<file path="src/lcd_pkg.sv">
package lcd_pkg;
    // register map
    localparam logic [15:0] ADDR_DISPLAY_MODE  = 16'hFFB0;
    localparam logic [15:0] ADDR_CLOCK_CONTROL = 16'hFFB2;
    localparam logic [15:0] ADDR_MEM_BASE      = 16'hFA00;
    localparam int          SEG_COUNT          = 15;
    localparam int          COM_COUNT          = 4;
    localparam logic [4:0]  MEM_DEPTH          = 5'h0F;

    // reset values and bits that hold storage
    localparam logic [7:0] MODE_RESET  = 8'h00;
    localparam logic [7:0] CLOCK_RESET = 8'h00;
    localparam logic [7:0] MODE_MASK   = 8'hD1;
    localparam logic [7:0] CLOCK_MASK  = 8'h0F;
    localparam logic [3:0] MEM_RESET   = 4'h0;
    localparam logic [7:0] RDATA_RESET = 8'h00;

    // field positions
    localparam int DISPLAY_ENABLE_BIT     = 7;
    localparam int AMPLIFY_ENABLE_BIT     = 6;
    localparam int PIN_OUTPUT_CONTROL_BIT = 4;
    localparam int SLOT_COUNT_SELECT      = 0;
    localparam int SOURCE_CLOCK_SEL_LO    = 2;
    localparam int DIVIDER_SEL_LO         = 0;
    localparam int MEM_DATA_BITS          = 4;

    // clocking: main clock /2^(4+sel), lcd clock source /2^(6+sel)
    localparam logic [1:0] SRC_SUBSYSTEM      = 2'h0;
    localparam int         MAIN_DIV_BASE_LOG2 = 4;
    localparam int         LCD_DIV_BASE_LOG2  = 6;
    localparam logic [6:0] PRESC_RESET        = 7'h00;
    localparam logic [8:0] DIV_RESET          = 9'h000;

    // time slots
    localparam logic [1:0] LAST_SLOT_FOUR  = 2'h3;
    localparam logic [1:0] LAST_SLOT_THREE = 2'h2;
    localparam logic [1:0] SLOT_RESET      = 2'h0;

    // drive levels at one-third bias, as fractions of the lcd voltage
    typedef logic [1:0] level_t;
    localparam level_t LVL_GND        = 2'h0;
    localparam level_t LVL_THIRD      = 2'h1;
    localparam level_t LVL_TWO_THIRDS = 2'h2;
    localparam level_t LVL_FULL       = 2'h3;

    typedef struct packed {
        logic        wr;
        logic        bit_wr;
        logic        rd;
        logic [15:0] addr;
        logic [7:0]  wdata;
        logic [2:0]  bit_sel;
        logic        bit_val;
    } cpu_req_s;

    typedef struct packed {
        level_t [SEG_COUNT-1:0] seg;
        level_t [COM_COUNT-1:0] com;
        logic                   amp_en;
    } lcd_pins_s;
endpackage

</file>
<file path="src/lcd_segment_common_driver.sv">
`timescale 1ns/1ps
module lcd_segment_common_driver (
    input  wire logic                sys_clk,
    input  wire logic                rst_n,
    input  wire lcd_pkg::cpu_req_s   cpu_req,
    input  wire logic                sub_osc_clk,
    output logic [7:0]               cpu_rdata,
    output lcd_pkg::lcd_pins_s       lcd_pins
);

    typedef struct packed {
        logic [7:0]                              mode;
        logic [7:0]                              clk_ctl;
        logic [lcd_pkg::SEG_COUNT-1:0][3:0]      mem;
        logic [1:0]                              sub_sync;
        logic                                    sub_prev;
        logic [6:0]                              presc;
        logic [8:0]                              div;
        logic [1:0]                              slot;
        logic                                    pol;
        lcd_pkg::lcd_pins_s                      pins;
        logic [7:0]                              rdata;
    } state_s;

    state_s       state_reg;
    state_s       state_next;
    logic         src_tick;
    logic         lcd_tick;
    logic [1:0]   last_slot;
    logic [1:0]   src_sel;
    logic [1:0]   div_sel;
    logic         out_ctrl;
    logic         disp_en;
    logic [3:0]   mem_idx;

    // true when the low n bits of v are all ones
    function automatic logic low_ones(input logic [8:0] v, input int n);
        logic r;
        r = 1'b1;
        for (int i = 0; i < 9; i++) begin
            if (i < n && !v[i]) begin
                r = 1'b0;
            end
        end
        return r;
    endfunction

    // display memory decode, shared by reads and writes
    function automatic logic mem_hit(input logic [15:0] a);
        logic [15:0] off;
        off = a - lcd_pkg::ADDR_MEM_BASE;
        return (a >= lcd_pkg::ADDR_MEM_BASE) &&
               (off < {11'h000, lcd_pkg::MEM_DEPTH});
    endfunction

    // one-third bias levels; commons swing full/third, segments ground/two
    function automatic lcd_pkg::level_t drive_level(input logic sel,
                                                    input logic is_com,
                                                    input logic pol);
        lcd_pkg::level_t base;
        if (is_com) begin
            base = sel ? lcd_pkg::LVL_FULL : lcd_pkg::LVL_THIRD;
        end else begin
            base = sel ? lcd_pkg::LVL_GND : lcd_pkg::LVL_TWO_THIRDS;
        end
        // inverting the code mirrors the level about half supply
        return pol ? ~base : base;
    endfunction

    assign mem_idx = cpu_req.addr[3:0] - lcd_pkg::ADDR_MEM_BASE[3:0];

    // next-state logic: register bus, clock chain, slot scan, pin drive
    always_comb begin
        state_next = state_reg;
        src_sel    = state_reg.clk_ctl[lcd_pkg::SOURCE_CLOCK_SEL_LO +: 2];
        div_sel    = state_reg.clk_ctl[lcd_pkg::DIVIDER_SEL_LO +: 2];
        out_ctrl   = state_reg.mode[lcd_pkg::PIN_OUTPUT_CONTROL_BIT];
        disp_en    = state_reg.mode[lcd_pkg::DISPLAY_ENABLE_BIT];
        last_slot  = state_reg.mode[lcd_pkg::SLOT_COUNT_SELECT] ?
                     lcd_pkg::LAST_SLOT_THREE :
                     lcd_pkg::LAST_SLOT_FOUR;

        // byte and single-bit writes; reserved bits never store
        if (cpu_req.addr == lcd_pkg::ADDR_DISPLAY_MODE) begin
            if (cpu_req.wr) begin
                state_next.mode = cpu_req.wdata & lcd_pkg::MODE_MASK;
            end else if (cpu_req.bit_wr) begin
                state_next.mode[cpu_req.bit_sel] = cpu_req.bit_val &
                    lcd_pkg::MODE_MASK[cpu_req.bit_sel];
            end
        end
        if (cpu_req.addr == lcd_pkg::ADDR_CLOCK_CONTROL) begin
            if (cpu_req.wr) begin
                state_next.clk_ctl = cpu_req.wdata & lcd_pkg::CLOCK_MASK;
            end else if (cpu_req.bit_wr) begin
                state_next.clk_ctl[cpu_req.bit_sel] = cpu_req.bit_val &
                    lcd_pkg::CLOCK_MASK[cpu_req.bit_sel];
            end
        end
        // upper nibble of each memory byte has no storage
        if (mem_hit(cpu_req.addr)) begin
            if (cpu_req.wr) begin
                state_next.mem[mem_idx] = cpu_req.wdata[3:0];
            end else if (cpu_req.bit_wr && !cpu_req.bit_sel[2]) begin
                state_next.mem[mem_idx][cpu_req.bit_sel[1:0]] =
                    cpu_req.bit_val;
            end
        end

        // registered read data; unmapped addresses read zero
        if (cpu_req.rd) begin
            if (cpu_req.addr == lcd_pkg::ADDR_DISPLAY_MODE) begin
                state_next.rdata = state_reg.mode;
            end else if (cpu_req.addr == lcd_pkg::ADDR_CLOCK_CONTROL) begin
                state_next.rdata = state_reg.clk_ctl;
            end else if (mem_hit(cpu_req.addr)) begin
                state_next.rdata = {4'h0, state_reg.mem[mem_idx]};
            end else begin
                state_next.rdata = 8'h00;
            end
        end

        // subsystem oscillator pin: two-flop synchroniser, then edge
        state_next.sub_sync = {state_reg.sub_sync[0], sub_osc_clk};
        state_next.sub_prev = state_reg.sub_sync[1];

        // source clock: the subsystem path needs no main-clock divider
        state_next.presc = state_reg.presc + 7'h01;
        if (src_sel == lcd_pkg::SRC_SUBSYSTEM) begin
            src_tick = state_reg.sub_sync[1] & ~state_reg.sub_prev;
        end else begin
            src_tick = low_ones({2'h0, state_reg.presc},
                lcd_pkg::MAIN_DIV_BASE_LOG2 + int'(src_sel));
        end

        // lcd clock: source divided by 2^(6+sel)
        lcd_tick = src_tick && low_ones(state_reg.div,
            lcd_pkg::LCD_DIV_BASE_LOG2 + int'(div_sel));
        if (src_tick) begin
            state_next.div = state_reg.div + 9'h001;
        end

        // one slot per lcd clock; frame ends after the last slot
        if (lcd_tick) begin
            if (state_reg.slot >= last_slot) begin
                state_next.slot = lcd_pkg::SLOT_RESET;
                state_next.pol  = ~state_reg.pol;
            end else begin
                state_next.slot = state_reg.slot + 2'h1;
            end
        end

        state_next.pins.amp_en = state_reg.mode[lcd_pkg::AMPLIFY_ENABLE_BIT];

        // commons: unused line held at ground so it may be left open
        for (int c = 0; c < lcd_pkg::COM_COUNT; c++) begin
            if (!out_ctrl || (2'(c) > last_slot)) begin
                state_next.pins.com[c] = lcd_pkg::LVL_GND;
            end else begin
                state_next.pins.com[c] = drive_level(
                    state_reg.slot == 2'(c), 1'b1, state_reg.pol);
            end
        end

        // segments: data bit of the active slot picks select level
        for (int g = 0; g < lcd_pkg::SEG_COUNT; g++) begin
            if (!out_ctrl) begin
                state_next.pins.seg[g] = lcd_pkg::LVL_GND;
            end else begin
                state_next.pins.seg[g] = drive_level(
                    disp_en && state_reg.mem[g][state_reg.slot],
                    1'b0, state_reg.pol);
            end
        end
    end

    // whole state in one register; reset brings display off, pins ground
    always_ff @(posedge sys_clk or negedge rst_n) begin
        if (!rst_n) begin
            state_reg          <= '0;
            state_reg.mode     <= lcd_pkg::MODE_RESET;
            state_reg.clk_ctl  <= lcd_pkg::CLOCK_RESET;
            state_reg.presc    <= lcd_pkg::PRESC_RESET;
            state_reg.div      <= lcd_pkg::DIV_RESET;
            state_reg.slot     <= lcd_pkg::SLOT_RESET;
            state_reg.rdata    <= lcd_pkg::RDATA_RESET;
            for (int g = 0; g < lcd_pkg::SEG_COUNT; g++) begin
                state_reg.mem[g] <= lcd_pkg::MEM_RESET;
            end
        end else begin
            state_reg <= state_next;
        end
    end

    assign cpu_rdata = state_reg.rdata;
    assign lcd_pins  = state_reg.pins;
endmodule

</file>
<file path="config.mk">
export PLATFORM = sky130hd
export DESIGN_NAME = lcd_segment_common_driver
export DESIGN_NICKNAME = d
export VERILOG_FILES = /design/src/lcd_pkg.sv /design/src/lcd_segment_common_driver.sv
export SDC_FILE = /design/constraint.sdc
export NUM_CORES = 1
export LEC_CHECK = 0
export ABC_CLOCK_PERIOD_IN_PS = 2200
export BUFFER_PORTS_ARGS = -buffer_cell sky130_fd_sc_hd__buf_2
export CORE_MARGIN = 8
export CORE_UTILIZATION = 35
export DETAILED_ROUTE_END_ITERATION = 10
export PLACE_DENSITY = 0.49
export SYNTH_ARGS = -nofsm -noshare
export SYNTH_HDL_FRONTEND = slang
export SYNTH_SLANG_ARGS = --single-unit
</file>
<file path="constraint.sdc">
create_clock -name sys_clk -period 2.2 [get_ports sys_clk]
set_input_delay 0.11 -clock sys_clk [delete_from_list [all_inputs] [get_ports sys_clk]]
set_output_delay 0.11 -clock sys_clk [all_outputs]
set_load 0.02 [all_outputs]
</file>
# Word-level counts from Yosys, hierarchy flattened

Memory sizes are Yosys's and may differ from the RTL's.
Index checks and enable logic that the tools add are counted.

Register bits after elaboration: 145
Latch bits: 0
Bits in writable memories: 0
Memory bits (read-only): 16
Output and inout port bits: 47
Logic and storage cells: 332
Memories: 2

Add/subtract/negate cells: 6
Multipliers: 0
Div/mod/pow operators: 0
$lt $le $gt $ge: 32
Equal/unequal tests: 5
Shift-type cells: 0
Mux-type cells: 152
Bitwise logic cells: 24
Reduce and logical (&&, ||, !) cells: 67

Memories:

| name            | depth | bits a word | rd ports | clocked after Yosys merged registers in | write ports | line                            | RTL |
|---|---|---|---|---|---|---|---|
| (no name shown) | 8     | 1           | 1        | 0                                       | 0           | lcd_segment_common_driver.sv:97 | `lcd_pkg::CLOCK_MASK[cpu_req.bit_sel];` |
| (no name shown) | 8     | 1           | 1        | 0                                       | 0           | lcd_segment_common_driver.sv:89 | `lcd_pkg::MODE_MASK[cpu_req.bit_sel];` |

Operator list:

| operator                                                    | count |
|---|---|
| 2-to-1 mux 2 bit                                            | 77 |
| bitwise mux 60 bit                                          | 2 |
| 2-to-1 mux 60 bit                                           | 2 |
| 2-to-1 mux 8 bit                                            | 6 |
| 2-to-1 mux 1 bit                                            | 39 |
| NOT 2 bit                                                   | 19 |
| logical AND 1 bit                                           | 37 |
| demux 4 bit (select 4 bit)                                  | 2 |
| equality test 16 bit, second input constant                 | 2 |
| less-than comparator 3 x 4 -> 1 bit, first input constant   | 8 |
| binary-select mux 1 bit (select 2 bit)                      | 15 |
| zero test 1 bit                                             | 18 |
| binary-select mux 4 bit (select 4 bit)                      | 1 |
| bitwise mux 8 bit                                           | 2 |
| greater-or-equal comparator 16 bit, second input constant   | 1 |
| less-than comparator 1 x 4 -> 1 bit, first input constant   | 4 |
| less-than comparator 16 x 4 -> 1 bit, second input constant | 1 |
| less-than comparator 2 x 4 -> 1 bit, first input constant   | 4 |
| 2-to-1 mux 4 bit                                            | 4 |
| subtractor 16 bit, second input constant                    | 1 |
| adder 9 x 1 -> 9 bit, second input constant                 | 1 |
| adder 3 x 2 -> 4 bit, first input constant                  | 2 |
| less-than comparator 4 bit, first input constant            | 2 |
| AND reduction 2 bit                                         | 4 |
| other kinds (20)                                            | 32 |

# Longest topological paths before layout

Depth in word-level cells: 15
Gate-level depth with buffers: 9

# Worst setup path after synthesis

OpenSTA, ideal clock, no wires.

Path type: reg-to-reg
Start point: register state_reg[59] (netlist bit)
End point: register state_reg[52] (netlist bit)
Arrival: 1.611 ns
Required time: 2.075 ns
Path slack: 0.464 ns
Stages on the path, launching flop included: 7
Path through: dfrtp_1 > ha_1 > ha_1 > nand3_1 > o31ai_1 > buf_2 > mux2_2

Word-level cells in the longest chain between the ends: 12

Ends and longest elaborated chain:

| element                        | line                             | RTL |
|---|---|---|
| start, declared                | lcd_segment_common_driver.sv:25  | `state_s state_reg;` |
| start signal, assigned         | lcd_segment_common_driver.sv:191 | `state_reg <= state_next;` |
| zero test 1 bit                | lcd_segment_common_driver.sv:41  | `if (i < n && !v[i]) begin` |
| logical AND 1 bit              | lcd_segment_common_driver.sv:41  |  |
| 2-to-1 mux 1 bit (9 in series) | lcd_segment_common_driver.sv:41  |  |
| 2-to-1 mux 1 bit               | lcd_segment_common_driver.sv:129 | `if (src_sel == lcd_pkg::SRC_SUBSYSTEM) begin` |

Every way passes these cells.
A chain may end at the register's enable or synchronous reset.

# Final worst setup path

Start point: register state_reg[87] (netlist bit)
End point: register state_reg, in the netlist cpu_rdata[2]

Word-level cells in the longest chain between the ends: 5

Ends and longest elaborated chain:

| element                                | line                             | RTL |
|---|---|---|
| binary-select mux 4 bit (select 4 bit) | lcd_segment_common_driver.sv:117 | `state_next.rdata = {4'h0, state_reg.mem[mem_idx]};` |
| 2-to-1 mux 4 bit (not written as such) | lcd_segment_common_driver.sv:117 |  |
| 2-to-1 mux 4 bit                       | lcd_segment_common_driver.sv:116 | `end else if (mem_hit(cpu_req.addr)) begin` |
| 2-to-1 mux 8 bit                       | lcd_segment_common_driver.sv:114 | `end else if (cpu_req.addr == lcd_pkg::ADDR_CLOCK_CONTROL) begin` |
| 2-to-1 mux 8 bit                       | lcd_segment_common_driver.sv:112 | `if (cpu_req.addr == lcd_pkg::ADDR_DISPLAY_MODE) begin` |

Every way passes these cells. The select of a mux whose other input is x is not followed.

==> flow_summary.json <==
{
  "drt-vias-per-instance": 5.311,
  "final_cell_mix": "dfrtp_1, buf_2, nor2_1",
  "yosys.cell_types.count": 59,
  "drc": 0,
  "synth_nets": 688,
  "dieHeight_um": 162.0,
  "grt_pass1_wl_um": 29590,
  "ys_warn_count": 0,
  "dpl.hpwl_um": 13390,
  "first_pass_iters": 5,
  "detail_route.wl_per_cell_um": 19.20,
  "htree_num_levels": 4,
  "power_density_nw_per_um2": 683.9,
  "cp_slowest_stage_delay_ns": 0.50,
  "final_common_cell": "dfrtp_1",
  "ios": 81,
  "synth-edff-count": 0,
  "setup_tns_ns": 0,
  "startpoint_type": "flip-flop",
  "endpoint_kind": "flip-flop",
  "vias": 5141,
  "largest_reg_flops": 89,
  "drt_iter0_drc": 314,
  "crit_fanout": 3,
  "hold_ws_ns": 0.06434,
  "crit_chain": "mux4_2 -> and2_1 -> a211oi_1 -> o32a_1 -> o22ai_2",
  "syn_inst": 644,
  "critical_path_arrival_ns": 2.14,
  "tightest_slew_ns": 0.8144,
  "dieArea_um2": 26240,
  "nNetsFinal": 725,
  "wirelength_um": 18590,
  "cts_root_buffer": "clkbuf_16",
  "vdd_drop_max_uv": 355.4,
  "path_clk_slew_ns": 0.06,
  "start_util_pct": 35.60,
  "drive_gt1_share_pct": 33.19,
  "hold_start": "cpu_req[7]",
  "area_growth_pct": 12.83,
  "startpoint": "state_reg[87]",
  "gp_congestion": 0.8761,
  "rsz0062_at_grt": "no",
  "critical_path_class": "flip-flop to flip-flop",
  "max_freq_ghz": 0.5391,
  "drv_cap": 0,
  "ys_seq_area_share_pct": 43.27,
  "clock_sinks": 129,
  "cts_buffers": 17,
  "fin_cells": 968,
  "p_leak_nw": 3.920,
  "finalSetupViolCount": 0,
  "period_needed_ns": 1.855,
  "cts_tree": "yes",
  "avgSynthCellArea_um2": 11.58,
  "clkLatencyLatePin_ns": 0.42,
  "dpl.cell_count": 932,
  "grt_start_max_net_pins": 39,
  "max_slew_margin_pct": 45.70,
  "r2r_start": "state_reg[87]",
  "hold_class": "input port to flip-flop",
  "die_width_um": 162.0,
  "synthFlopType": "dfrtp_1",
  "final-max-slew-violation-count": 0,
  "io_buffers": 79,
  "finClkSkew_ns": 0.01334,
  "async_reset_ff_share_pct": 100.0,
  "post_cts_buffers": 0,
  "crit_slowest_cell": "mux4_2",
  "diodes": 0,
  "grt_antenna_before_repair": 1,
  "drtAntennaViolNets": 0,
  "grt_use_total_pct": 14.51,
  "rows": 53,
  "ys_ff_latch": 129,
  "synth_area_um2": 7460,
  "core_um2": 20960,
  "fin_crit_sh_pct": 84.32,
  "max-clock-path-buffers": 2,
  "status": "finished, final reports clean",
  "hold_violations": 0,
  "gr-total-overflow": 0,
  "cp.required_ns": 2.49,
  "grt_pass1_vias": 5226
}
synth_stat cells, types with 5 or more instances:
cell / number / share of area [%]
buf_4: 50 / 5.0
o21a_1: 21 / 2.1
inv_1: 14 / 0.70
buf_2: 6 / 0.40
xnor2_1: 12 / 1.4
mux4_2: 22 / 6.6
nand4_1: 9 / 0.75
nand3_1: 15 / 1.0
nor2_1: 55 / 2.8
mux2i_1: 8 / 1.1
mux4_1: 5 / 1.8
o22ai_1: 7 / 0.59
mux2_2: 22 / 3.3
o21ai_0: 10 / 0.67
buf_6: 9 / 1.4
clkbuf_1: 12 / 0.60
mux2_1: 22 / 3.3
nand2_1: 28 / 1.4
nor2_2: 20 / 1.7
ha_1: 10 / 1.7
dfrtp_1: 129 / 43
a21oi_1: 29 / 1.9
mux2_4: 21 / 4.2
and3_1: 21 / 1.8
and2_1: 12 / 1.0
worst paths after layout:
kind	cells after the start	slack, ns	endpoint
worst max-delay path	5	0.34	cpu_rdata[2]
worst min-delay path	4	0.06	src_sel[1]
worst max register to register	5	0.34	cpu_rdata[2]
worst min register to register	0	0.37	state_next[66]
max in group asynchronous	3	1.31	state_reg[86]
min in group asynchronous	2	0.22	state_reg[62]
power breakdown:
part | internal, mW | switching, mW | total, mW
sequential | 2.43 | 0.0525 | 2.48
clock | 1.81 | 1.05 | 2.85
combinational | 0.160 | 0.260 | 0.420
kinds of logic (layout without fill, tap and decap cells):
group | Yosys count | in the layout | synth area share (%)
and+or+nand+nor | 190 | 190 | 14.49
AOI/OAI and AO/OA | 101 | 101 | 9.208
xor gates and xnor gates | 16 | 16 | 1.879
adders and majority gates | 10 | 10 | 1.677
muxes | 100 | 100 | 20.35
buffers and inverters | 98 | 147 | 9.124
DFF | 129 | 129 | 43.27
cell type report:
cell class	count	area (um2)
clock inverter	9	105.1
tap	275	344.1
timing repair buffer	101	638.1
clock buffer	22	494.2
inverter	15	56.30
sequential	129	3228
fill	2022	12540
multi-input combinational	417	3551
metal layers:
layer / track usage, % / wire length [um] / share of wire, %
met1: 18.51 / 8176 / 44
met2: 23.66 / 8959 / 48
met3: 3.569 / 1116 / 6.0
met4: 4.882 / 329 / 1.8
met5: 0 / 8 / 0.043
timing repair:
| action | in CTS | in global routing |
|---|---|---|
| hold buffers | 5 | 0 |
| gates resized for setup | 0 | 0 |
| endpoints found under the setup margin | 0 | 0 |
| endpoints found under the hold margin | 37 | 0 |
stage by stage:
| step | util, % | instance area [um2] | power (mW) | setup WS, ns |
|---|---|---|---|---|
| after CTS | 40.17 | 8417 | 5.822 | 0.3455 |
| after global routing | 40.17 | 8417 | 5.980 | 0.2675 |
| after floorplan | - | 7460 | 2.769 | 0.4641 |
| after detailed placement | 37.07 | 7767 | 2.942 | 0.06839 |
| final | 40.17 | 8417 | 5.757 | 0.3449 |
| after global placement | 37.07 | 7767 | 2.930 | 0.1558 |
critical path, delay by kind of cell, from the launching register on:
| kind | cells | cell delay (ns) |
|---|---|---|
| AOI/OAI and AO/OA | 3 | 0.64 |
| muxes | 1 | 0.50 |
| DFF | 1 | 0.40 |
| and+or+nand+nor | 1 | 0.18 |
No activity file was read; power rests on OpenSTA's default activity.
